===== src/rtl/swb_pkg.sv =====
// Constants and types shared by the card-side bit coding logic
package swb_pkg;
  // Clock period in picoseconds (200 MHz)
  localparam int CLK_PERIOD_PS = 5000;
  // Bit period limits in nanoseconds
  localparam int BIT_MIN_DEF_NS = 1000;
  localparam int BIT_MAX_DEF_NS = 5000;
  localparam int BIT_MIN_EXT_NS = 590;
  localparam int BIT_MAX_EXT_NS = 10000;
  // Longest extended bit period in cycles, rounded down
  localparam int BIT_MAX_EXT_CYC = (BIT_MAX_EXT_NS * 1000) / CLK_PERIOD_PS;
  // Shortest default bit period in cycles, rounded up
  localparam int BIT_MIN_DEF_CYC =
    (BIT_MIN_DEF_NS * 1000 + CLK_PERIOD_PS - 1) / CLK_PERIOD_PS;
  // Shortest extended bit period in cycles, rounded up
  localparam int BIT_MIN_EXT_CYC =
    (BIT_MIN_EXT_NS * 1000 + CLK_PERIOD_PS - 1) / CLK_PERIOD_PS;
  // Longest default bit period in cycles, rounded down
  localparam int BIT_MAX_DEF_CYC = (BIT_MAX_DEF_NS * 1000) / CLK_PERIOD_PS;
  // Counter width, enough for the extended maximum and headroom
  localparam int CNT_W = 12;
  localparam logic [CNT_W-1:0] CNT_RST = 12'h000;
  localparam logic [CNT_W-1:0] CNT_SAT = 12'hFFF;
  // Bytes carried by the link
  localparam int BYTE_W = 8;
  localparam int FIFO_DEPTH = 4;
  localparam logic [2:0] BIT_CNT_RST = 3'h7;
  localparam logic [BYTE_W-1:0] BYTE_RST = 8'h00;
  // Idle level of the voltage line, so reset shows no false edge
  localparam logic LINE_RST = 1'b1;

  // Receive state of the decoder
  typedef enum logic [1:0] {
    RX_WAIT_EDGE = 2'b00,
    RX_IN_BIT = 2'b01
  } rx_state_t;
endpackage


===== src/rtl/swb_card_link.sv =====
// Card-side bit decoder and load-current encoder for the single-wire link
`timescale 1ns/1ps

// Operation
// - Two successive rising edges of the voltage line bound a bit
// - Every bit may have its own period; decoder measures each one
// - Bit period 1 to 5 us, or 0.59 to 10 us when extended
// - Card answers only by switching load current on the contact
// - Card switches load current only while line is low, except resume
// - Bits go most significant first in both directions
// - Suspended line stays high, no current; resume raises current
module swb_card_link (
  // Clock and reset
  input wire logic sys_clk_in,
  input wire logic nrst_in,
  // Shared contact, voltage level seen by the card
  input wire logic voltage_line_signal_in,
  // Shared contact, load current switch
  output logic load_current_signal_out,
  // Link configuration
  input wire logic ext_range_in,
  // Received bytes
  output logic rx_valid_out,
  output logic [swb_pkg::BYTE_W-1:0] rx_data_out,
  input wire logic rx_ready_in,
  // Bytes to send
  input wire logic tx_valid_in,
  input wire logic [swb_pkg::BYTE_W-1:0] tx_data_in,
  output logic tx_ready_out,
  // Resume from suspended state
  input wire logic resume_req_in,
  // Status
  output logic bit_error_out,
  output logic overrun_out
);
  import swb_pkg::*;

  typedef struct packed {
    logic sync1;
    logic sync2;
    logic line_d;
    rx_state_t rx_state;
    logic [CNT_W-1:0] period_cnt;
    logic [CNT_W-1:0] high_cnt;
    logic [2:0] rx_bit;
    logic [BYTE_W-1:0] rx_shift;
    logic push;
    logic [BYTE_W-1:0] push_data;
    logic [2:0] tx_bit;
    logic [BYTE_W-1:0] tx_shift;
    logic tx_busy;
    logic current;
    logic bit_err;
    logic overrun;
  } card_st_t;

  card_st_t st;
  card_st_t next_st;
  logic rise;
  logic fall;
  logic fifo_ready;
  logic period_ok;
  logic bit_value;
  logic [CNT_W-1:0] min_cyc;
  logic [CNT_W-1:0] max_cyc;

  // -------------------------------------------------------------------
  // Edge detection
  // -------------------------------------------------------------------
  // Only the second synchroniser stage feeds logic
  assign rise = st.sync2 && !st.line_d;
  assign fall = !st.sync2 && st.line_d;

  assign min_cyc = ext_range_in ? CNT_W'(BIT_MIN_EXT_CYC)
                                : CNT_W'(BIT_MIN_DEF_CYC);
  assign max_cyc = ext_range_in ? CNT_W'(BIT_MAX_EXT_CYC)
                                : CNT_W'(BIT_MAX_DEF_CYC);
  assign period_ok = (st.period_cnt >= min_cyc) && (st.period_cnt <= max_cyc);
  assign bit_value = ({st.high_cnt, 1'b0} > {1'b0, st.period_cnt});

  // -------------------------------------------------------------------
  // Next state
  // -------------------------------------------------------------------
  always_comb begin
    next_st = st;
    next_st.sync1 = voltage_line_signal_in;
    next_st.sync2 = st.sync1;
    next_st.line_d = st.sync2;
    next_st.push = 1'b0;
    // Period and high time saturate so an idle line cannot wrap
    if (st.period_cnt != CNT_SAT) begin
      next_st.period_cnt = st.period_cnt + 1'b1;
    end
    if (st.sync2 && st.high_cnt != CNT_SAT) begin
      next_st.high_cnt = st.high_cnt + 1'b1;
    end
    case (st.rx_state)
      RX_WAIT_EDGE: begin
        // first rising edge opens a bit
        if (rise) begin
          next_st.rx_state = RX_IN_BIT;
          next_st.period_cnt = CNT_W'(1);
          next_st.high_cnt = CNT_W'(1);
        end
      end
      RX_IN_BIT: begin
        // ending edge also opens the next bit
        if (rise) begin
          // each bit judged on its own period
          if (period_ok) begin
            next_st.rx_shift = {st.rx_shift[BYTE_W-2:0], bit_value};
            next_st.rx_bit = st.rx_bit - 1'b1;
            if (st.rx_bit == 3'h0) begin
              next_st.push = 1'b1;
              next_st.push_data = {st.rx_shift[BYTE_W-2:0], bit_value};
            end
          end else begin
            next_st.bit_err = 1'b1;
            next_st.rx_bit = BIT_CNT_RST;
          end
          next_st.period_cnt = CNT_W'(1);
          next_st.high_cnt = CNT_W'(1);
        end else if (st.period_cnt > max_cyc && st.sync2) begin
          // Line held high: suspended, drop any partial byte
          next_st.rx_state = RX_WAIT_EDGE;
          next_st.rx_bit = BIT_CNT_RST;
        end
      end
      default: next_st.rx_state = RX_WAIT_EDGE;
    endcase
    // Full FIFO loses the byte; flagged as overrun
    if (st.push && !fifo_ready) begin
      next_st.overrun = 1'b1;
    end
    // current changes on falling edge (line low), or on resume while line is high
    if (fall) begin
      if (st.tx_busy) begin
        next_st.current = st.tx_shift[BYTE_W-1];
        next_st.tx_shift = {st.tx_shift[BYTE_W-2:0], 1'b0};
        next_st.tx_bit = st.tx_bit - 1'b1;
        if (st.tx_bit == 3'h0) begin
          next_st.tx_busy = 1'b0;
        end
      end else if (tx_valid_in) begin
        next_st.current = tx_data_in[BYTE_W-1];
        next_st.tx_shift = {tx_data_in[BYTE_W-2:0], 1'b0};
        next_st.tx_bit = 3'h6;
        next_st.tx_busy = 1'b1;
      end else begin
        next_st.current = 1'b0;
      end
    end else if (st.rx_state == RX_WAIT_EDGE && st.sync2 && resume_req_in
                 && !st.tx_busy) begin
      // resume: raise current while line is held high
      next_st.current = 1'b1;
    end
  end

  // State register
  always_ff @(posedge sys_clk_in or negedge nrst_in) begin
    if (!nrst_in) begin
      // Synchroniser and edge history start at the idle high level
      st <= '{default: '0, rx_state: RX_WAIT_EDGE, rx_bit: BIT_CNT_RST,
              period_cnt: CNT_RST, high_cnt: CNT_RST, sync1: LINE_RST,
              sync2: LINE_RST, line_d: LINE_RST};
    end else begin
      st <= next_st;
    end
  end

  // -------------------------------------------------------------------
  // Receive buffering
  // -------------------------------------------------------------------
  swb_fifo #(.WIDTH(BYTE_W), .DEPTH(FIFO_DEPTH)) u_rx_fifo (
    .sys_clk_in(sys_clk_in),
    .nrst_in(nrst_in),
    .in_valid_in(st.push),
    .in_data_in(st.push_data),
    .in_ready_out(fifo_ready),
    .out_valid_out(rx_valid_out),
    .out_data_out(rx_data_out),
    .out_ready_in(rx_ready_in)
  );

  // Outputs
  assign load_current_signal_out = st.current;
  // Byte taken only on a falling edge while idle
  assign tx_ready_out = fall && !st.tx_busy;
  assign bit_error_out = st.bit_err;
  assign overrun_out = st.overrun;

  // -------------------------------------------------------------------
  // Assertions
  // -------------------------------------------------------------------
  a_current_switch_low: assert property (@(posedge sys_clk_in)
    disable iff (!nrst_in)
    $changed(st.current) && $past(st.sync2) |->
      $past(st.rx_state) == RX_WAIT_EDGE && st.current)
    else $error("load current switched while line high");
  a_bit_decode_msb: assert property (@(posedge sys_clk_in)
    disable iff (!nrst_in)
    st.rx_state == RX_IN_BIT && rise && period_ok |=>
      st.rx_shift[0] == $past(bit_value))
    else $error("decoded bit not shifted into lsb");
  a_half_compare: assert property (@(posedge sys_clk_in)
    disable iff (!nrst_in)
    bit_value |-> st.high_cnt > (st.period_cnt >> 1))
    else $error("bit value disagrees with half period");
  a_edge_restart: assert property (@(posedge sys_clk_in)
    disable iff (!nrst_in)
    rise |=> st.period_cnt == CNT_W'(1) && st.rx_state == RX_IN_BIT)
    else $error("rising edge did not restart bit");
  a_range_error: assert property (@(posedge sys_clk_in)
    disable iff (!nrst_in)
    st.rx_state == RX_IN_BIT && rise && !period_ok |=> st.bit_err)
    else $error("out-of-range period not flagged");
  a_push_byte: assert property (@(posedge sys_clk_in)
    disable iff (!nrst_in)
    st.push |-> $past(st.rx_bit) == 3'h0 && $past(rise))
    else $error("byte pushed without eighth bit");
  c_byte_rx: cover property (@(posedge sys_clk_in) st.push);
  c_byte_tx: cover property (@(posedge sys_clk_in)
    fall && tx_valid_in && !st.tx_busy);
  c_resume: cover property (@(posedge sys_clk_in)
    st.sync2 && $rose(st.current));
endmodule


===== src/rtl/swb_fifo.sv =====
// Small flip-flop FIFO with valid/ready on both sides
`timescale 1ns/1ps
module swb_fifo #(
  parameter int WIDTH = 8,
  parameter int DEPTH = 4
) (
  // Clock and reset
  input wire logic sys_clk_in,
  input wire logic nrst_in,
  // Filling side
  input wire logic in_valid_in,
  input wire logic [WIDTH-1:0] in_data_in,
  output logic in_ready_out,
  // Draining side
  output logic out_valid_out,
  output logic [WIDTH-1:0] out_data_out,
  input wire logic out_ready_in
);
  localparam int AW = $clog2(DEPTH);

  typedef struct packed {
    logic [DEPTH-1:0][WIDTH-1:0] mem;
    logic [AW-1:0] wr;
    logic [AW-1:0] rd;
    logic [AW:0] cnt;
  } fifo_st_t;

  fifo_st_t st;
  fifo_st_t next_st;
  logic push;
  logic pop;

  // Full and empty come straight from the fill count
  assign in_ready_out = (st.cnt != (AW+1)'(DEPTH));
  assign out_valid_out = (st.cnt != '0);
  assign out_data_out = st.mem[st.rd];
  assign push = in_valid_in && in_ready_out;
  assign pop = out_valid_out && out_ready_in;

  // Next state of pointers and storage
  always_comb begin
    next_st = st;
    if (push) begin
      next_st.mem[st.wr] = in_data_in;
      next_st.wr = (st.wr == AW'(DEPTH - 1)) ? '0 : st.wr + 1'b1;
    end
    if (pop) begin
      next_st.rd = (st.rd == AW'(DEPTH - 1)) ? '0 : st.rd + 1'b1;
    end
    next_st.cnt = st.cnt + (AW+1)'(push) - (AW+1)'(pop);
  end

  // State register
  always_ff @(posedge sys_clk_in or negedge nrst_in) begin
    if (!nrst_in) begin
      st <= '0;
    end else begin
      st <= next_st;
    end
  end

  a_fifo_no_overflow: assert property (@(posedge sys_clk_in)
    disable iff (!nrst_in) st.cnt <= (AW+1)'(DEPTH))
    else $error("fifo accepts data while full");
endmodule


===== config.mk =====
export PLATFORM = sky130hd
export DESIGN_NAME = swb_card_link
export DESIGN_NICKNAME = d
export VERILOG_FILES = /design/src/rtl/swb_pkg.sv /design/src/rtl/swb_card_link.sv /design/src/rtl/swb_fifo.sv
export SDC_FILE = /design/constraint.sdc
export NUM_CORES = 1
export LEC_CHECK = 0
export BUFFER_PORTS_ARGS = -buffer_cell sky130_fd_sc_hd__buf_2
export CAP_MARGIN = 10
export CORE_MARGIN = 2
export CORE_UTILIZATION = 26
export CTS_BUF_LIST = sky130_fd_sc_hd__clkbuf_2 sky130_fd_sc_hd__clkbuf_4 sky130_fd_sc_hd__clkbuf_8
export CTS_CLUSTER_SIZE = 8
export DETAILED_ROUTE_END_ITERATION = 16
export PLACE_DENSITY = 0.44
export SKIP_LAST_GASP = 1
export SLEW_MARGIN = 20
export SYNTH_ARGS = -nofsm -noshare
export SYNTH_HDL_FRONTEND = slang
export SYNTH_SLANG_ARGS = --single-unit

===== constraint.sdc =====
create_clock -name sys_clk_in -period 4.38 [get_ports sys_clk_in]
set_clock_uncertainty 0.2 [all_clocks]
set_input_delay 0.657 -clock sys_clk_in [delete_from_list [all_inputs] [get_ports sys_clk_in]]
set_output_delay 0.657 -clock sys_clk_in [all_outputs]
set_load 0.02 [all_outputs]

======== Word-level counts from Yosys, hierarchy flattened ========
Cells that the tools add are included.
storage, ports and cells
  output and inout bits ................... 13
  input bits .............................. 15
  bits in registers ....................... 102
  logic and storage cells ................. 108
cells by class
  mux-type cells .......................... 30
  bitwise operators ....................... 1
  reduce and logical (&&, ||, !) cells .... 30
  add/sub/neg operators ................... 8
  equality and inequality tests ........... 9
  $lt $le $gt $ge ......................... 7
operators with widths
  kind                                                                  number
  24-bit case mux with 2 select lines                                   1
  12-bit 2-to-1 mux                                                     3
  9-bit 2-to-1 mux                                                      4
  32-bit bitwise mux                                                    1
  26-bit 2-to-1 mux                                                     1
  12-bit by 1-bit adder with 12-bit output, second input constant       2
  24-bit 2-to-1 mux                                                     1
  8-bit 2-to-1 mux                                                      3
  12-bit inequality test, second input constant                         2
  8-bit binary-select mux with 2-bit select                             1
  8-bit demux with 2-bit select                                         1
  13-bit by 12-bit greater-than comparator with 1-bit output            1
  1-bit logical AND                                                     13
  13-bit 2-to-1 mux                                                     1
  12-bit by 8-bit >= comparator with 1-bit output                       1
  12-bit by 11-bit greater-than comparator with 1-bit output            1
  12-bit by 11-bit less-or-equal comparator with 1-bit output           1
  11-bit 2-to-1 mux                                                     1
  3-bit 2-to-1 mux                                                      3
  3-bit AND reduction                                                   3
  2-bit 2-to-1 mux                                                      4
  3-bit zero test                                                       2
  2-bit by 3-bit < comparator with 1-bit output, second input constant  2
  2-bit inequality test, second input constant                          3
  other kinds (17)                                                      29

======== Depth between registers and ports, before layout ========
  word-level depth ........................ 6
  gate-level depth with buffers ........... 10
  mapped depth without buffers ............ 10

======== Hierarchy ========
A second synthesis with hierarchy kept.
second synthesis, totals
  cell total of the unflattened synthesis .. 451
  area total of the unflattened synthesis .. 5333.9 um^2
modules (own cells, without submodules)
  module         seq. area each (um^2)  instances  cells each  area each (um^2)
  swb_card_link  1534.0                 1          335         3363.2
  swb_fifo       975.9                  1          116         1970.6

======== Worst setup path before layout ========
No wires, ideal clock.
  path type ............................... input to register
  from .................................... in ext_range_in
  to ...................................... reg st[15] (netlist bit)
  setup slack ............................. 1.630 ns
  data arrival time ....................... 2.425 ns
  stages .................................. 9
  setup time .............................. 0.125 ns
  path through ............................ inv_1 > ha_1 > nor4_1 > nand3_1 > mux2i_2 > o221ai_4 > nor3b_2 > buf_6 > mux2_4
on the way
  word-level cells in the longest chain between the ends .. 4
RTL lines
  element                                                                                                                                line                                      source
  start, declared                                                                                                                        swb_card_link.sv:21                       input wire logic ext_range_in,
  8-bit 2-to-1 mux / 11-bit 2-to-1 mux (equally long branches)                                                                           swb_card_link.sv:74, swb_card_link.sv:76
  12-bit by 8-bit >= comparator with 1-bit output / 12-bit by 11-bit less-or-equal comparator with 1-bit output (equally long branches)  swb_card_link.sv:78                       assign period_ok = (st.period_cnt >= min_cyc) && (st.period_cnt <= max_cyc);
  1-bit logical AND *                                                                                                                    swb_card_link.sv:78
  4-bit AND reduction (no source line) *                                                                                                 n/a
  end signal, assigned                                                                                                                   swb_card_link.sv:163                      st <= '{default: '0, rx_state: RX_WAIT_EDGE, rx_bit: BIT_CNT_RST,
  end signal, assigned                                                                                                                   swb_card_link.sv:167                      st <= next_st;
  end, declared                                                                                                                          swb_card_link.sv:57                       card_st_t st;
Mark *: on every way between the ends. The rest lies on a longest branch, timed or not.
A chain may end at the register's enable or synchronous reset.

======== Worst setup path in the final report ========
  from .................................... in ext_range_in
  to ...................................... reg st[20] (netlist bit)
Same word-level chain as after synthesis.

==> metrics <==
minimum clock period between 3 and 4 ns; # H-tree levels 3; Iter 0 DRT Violations roughly 140; CP Capture Type flip-flop; most frequent cells in the layout dfrtp_1, mux2_2, ha_1; WS Path Type input port to flip-flop; Async S/R FF share, synth 1.00; Clock Pin Slew Worst Setup and Hold Paths 0.10 ns; Peak VDD IR approximately 160 uV; DRC Markers 0; DP Cell Count 722; post-cts sizing count 0; status finished, final reports clean; synthesized net count between 400 and 500; part of the cycle the worst path needs 0.719; Placement Setup Slack 0.795 ns; P&R area growth vs syn 11.8%; CP required ~4.4 ns; yosys warns 0; Placer Congestion 0.728; CTS root buf clkbuf_8; Setup TNS 0 ns; Die W 145 um; Slowest-stage cell, CP nor3b_2; final core occ 0.295; Hold Vio Cnt, Final 0; WL per Instance ~14 um; Netlist cell types between 50 and 60; WP data arrival between 3 and 4 ns; hpwl dp 7.40 mm; core box area around 20,000 um^2; overall routed net length 10.5 mm; # setup viols final 0; worst skew pair latency between 0.3 and 0.4 ns; setup slack after layout roughly 1.2 ns; sequential fraction of the synthesis area 0.488; # rows a little over 50; Critical Path Fanout Max 9; pin count of the biggest net entering global routing 75; Design Power ~2.2 mW; origin of the critical flop-to-flop path st[48]; number of CTS-inserted buffers 9; first-pass GRT wire length ~18 mm; worst hold-check path type flip-flop to flip-flop; CTS tree built; Max Clock Freq between 0.3 and 0.4 GHz; CP Cell Sequence buf_2, inv_1, ha_1, nor4_1, nand3_1, mux2i_2, o221ai_4, nor3b_2, mux2_4; Ports 28; P per Cell Area 375 nW/um^2; ys flop type dfrtp_1; Nets 517; CP max stage delay a little under 0.8 ns; Filler cells approximately 2,000; Lkg Pwr between 2 and 3 nW; DR pass1 iterations 4; clk buf depth 2; postcts setup bufs 0; Overflow after GRT 0; Antenna Nets Post-Route 0; Synth Instances roughly 440; flops & latches, synth 100; Starting Density 0.264; Post-synth EDFFs 0; via/cell ratio ~4.5; GRT Total Usage 0.110; final std cells w/o fill approximately 740; hold buffer count at cts 0; vias in the first global route roughly 3,500; max cap viols 0; Worst setup startpoint ext_range_in; hold path start next_st[62]; Via Count about 3,300; initial antenna violation count 0; Port Buffers 27; share of cells above drive strength 1 0.247; critical path startpoint category input port; syn_area_per_cell ~12 um^2; Post-Synthesis Cell Area 5140 um^2; Slew Limit Fails 0; Least-Margin Pin Slew about 0.97 ns; Die Area ~21,000 um^2; commonest non-fill, non-tap cell in the layout dfrtp_1; CTS sink cnt 100; RSZ-0062 raised after global routing no; Slew headroom 0.352; ant diodes 0; die outline height about 140 um
path summary, 6_finish.rpt:
kind	cells past startpoint	end	slack (ns)
max	9	st[20]	1.23
max reg2reg	8	st[20]	1.29
min in group asynchronous	1	u_rx_fifo.st[1]	0.22
min	0	next_st[61]	0.16
min reg2reg	0	next_st[61]	0.16
max in group asynchronous	2	st[33]	2.75
through the flow:
step                instance area [um^2]  hold WS [ns]
floorplan                           5140         0.145
global placement                    5570         0.147
detailed placement                  5570         0.148
CTS                                 5750         0.132
global route                        5750         0.125
finish                              5750         0.163
critical path, delay by kind of cell:
family / cells / cell delay (ns)
AND/OR/NAND/NOR: 3 / 1.08
AO/OA/AOI/OAI: 1 / 0.22
multiplexers: 2 / 0.62
buffers and inverters: 2 / 0.26
adder cells (fa/ha/maj): 1 / 0.37
area by class of cell:
type / count / area (um^2) / area share
timing repair buffer: 29 / 153 / 0.0266
clock inverter: 7 / 57.6 / 0.0100
inverter: 31 / 116 / 0.0202
tap: 265 / 332 / 0.0577
sequential: 100 / 2510 / 0.437
multi-input combinational: 297 / 2450 / 0.427
clock buffer: 9 / 124 / 0.0216
power by group:
| part | total (mW) | switching, mW | internal (mW) |
|---|---|---|---|
| logic | 0.434 | 0.219 | 0.215 |
| clock network | 0.560 | 0.346 | 0.215 |
| registers | 1.16 | 0.143 | 1.02 |
cells by family after synthesis:
| kind of cell | after synthesis | synth area share |
|---|---|---|
| simple gates | 111 | 0.115 |
| flops | 100 | 0.488 |
| compound gates | 76 | 0.0964 |
| mux | 60 | 0.155 |
| buf+inv | 45 | 0.0343 |
| fa+ha+maj | 34 | 0.0842 |
| xor+xnor | 16 | 0.0273 |
state kept, by name (all words and copies together) (netlist names):
signal	count
load_current_signal_out	1
bit_error_out	1
st	56
u_rx_fifo.st	39
next_st	2
overrun_out	1
routing by layer:
| layer | share of wire | wire length (um) | global-route usage |
|---|---|---|---|
| met2 | 0.46 | 4860 | 0.178 |
| met5 | 0 | 0 | 0 |
| met3 | 0.030 | 311 | 0.0281 |
| met4 | 0.011 | 118 | 0.0307 |
| met1 | 0.49 | 5180 | 0.147 |
cells in the mapped netlist (2+ instances only):
library cell / instances / share of area
xnor2_1: 10 / 0.017
xor2_1: 6 / 0.010
mux2_4: 8 / 0.023
or2_2: 2 / 0.0024
nor2b_1: 11 / 0.013
a21o_1: 5 / 0.0073
nand2b_1: 6 / 0.0073
nand4_1: 9 / 0.011
nor2_1: 22 / 0.016
clkbuf_1: 12 / 0.0088
o21ai_0: 18 / 0.018
a31oi_1: 11 / 0.013
nand3_1: 10 / 0.0097
a21oi_1: 18 / 0.018
inv_1: 31 / 0.023
mux4_2: 8 / 0.035
a211oi_1: 2 / 0.0029
nor3_1: 9 / 0.0088
dfrtp_1: 94 / 0.46
or2_1: 2 / 0.0024
nor4_1: 5 / 0.0061
o31ai_1: 2 / 0.0029
dfstp_2: 6 / 0.031
a22oi_1: 8 / 0.012
nand2_1: 20 / 0.015
ha_1: 33 / 0.080
mux2_2: 42 / 0.092
and2_1: 7 / 0.0085
Note: power is estimated with default switching activity, not from simulation.
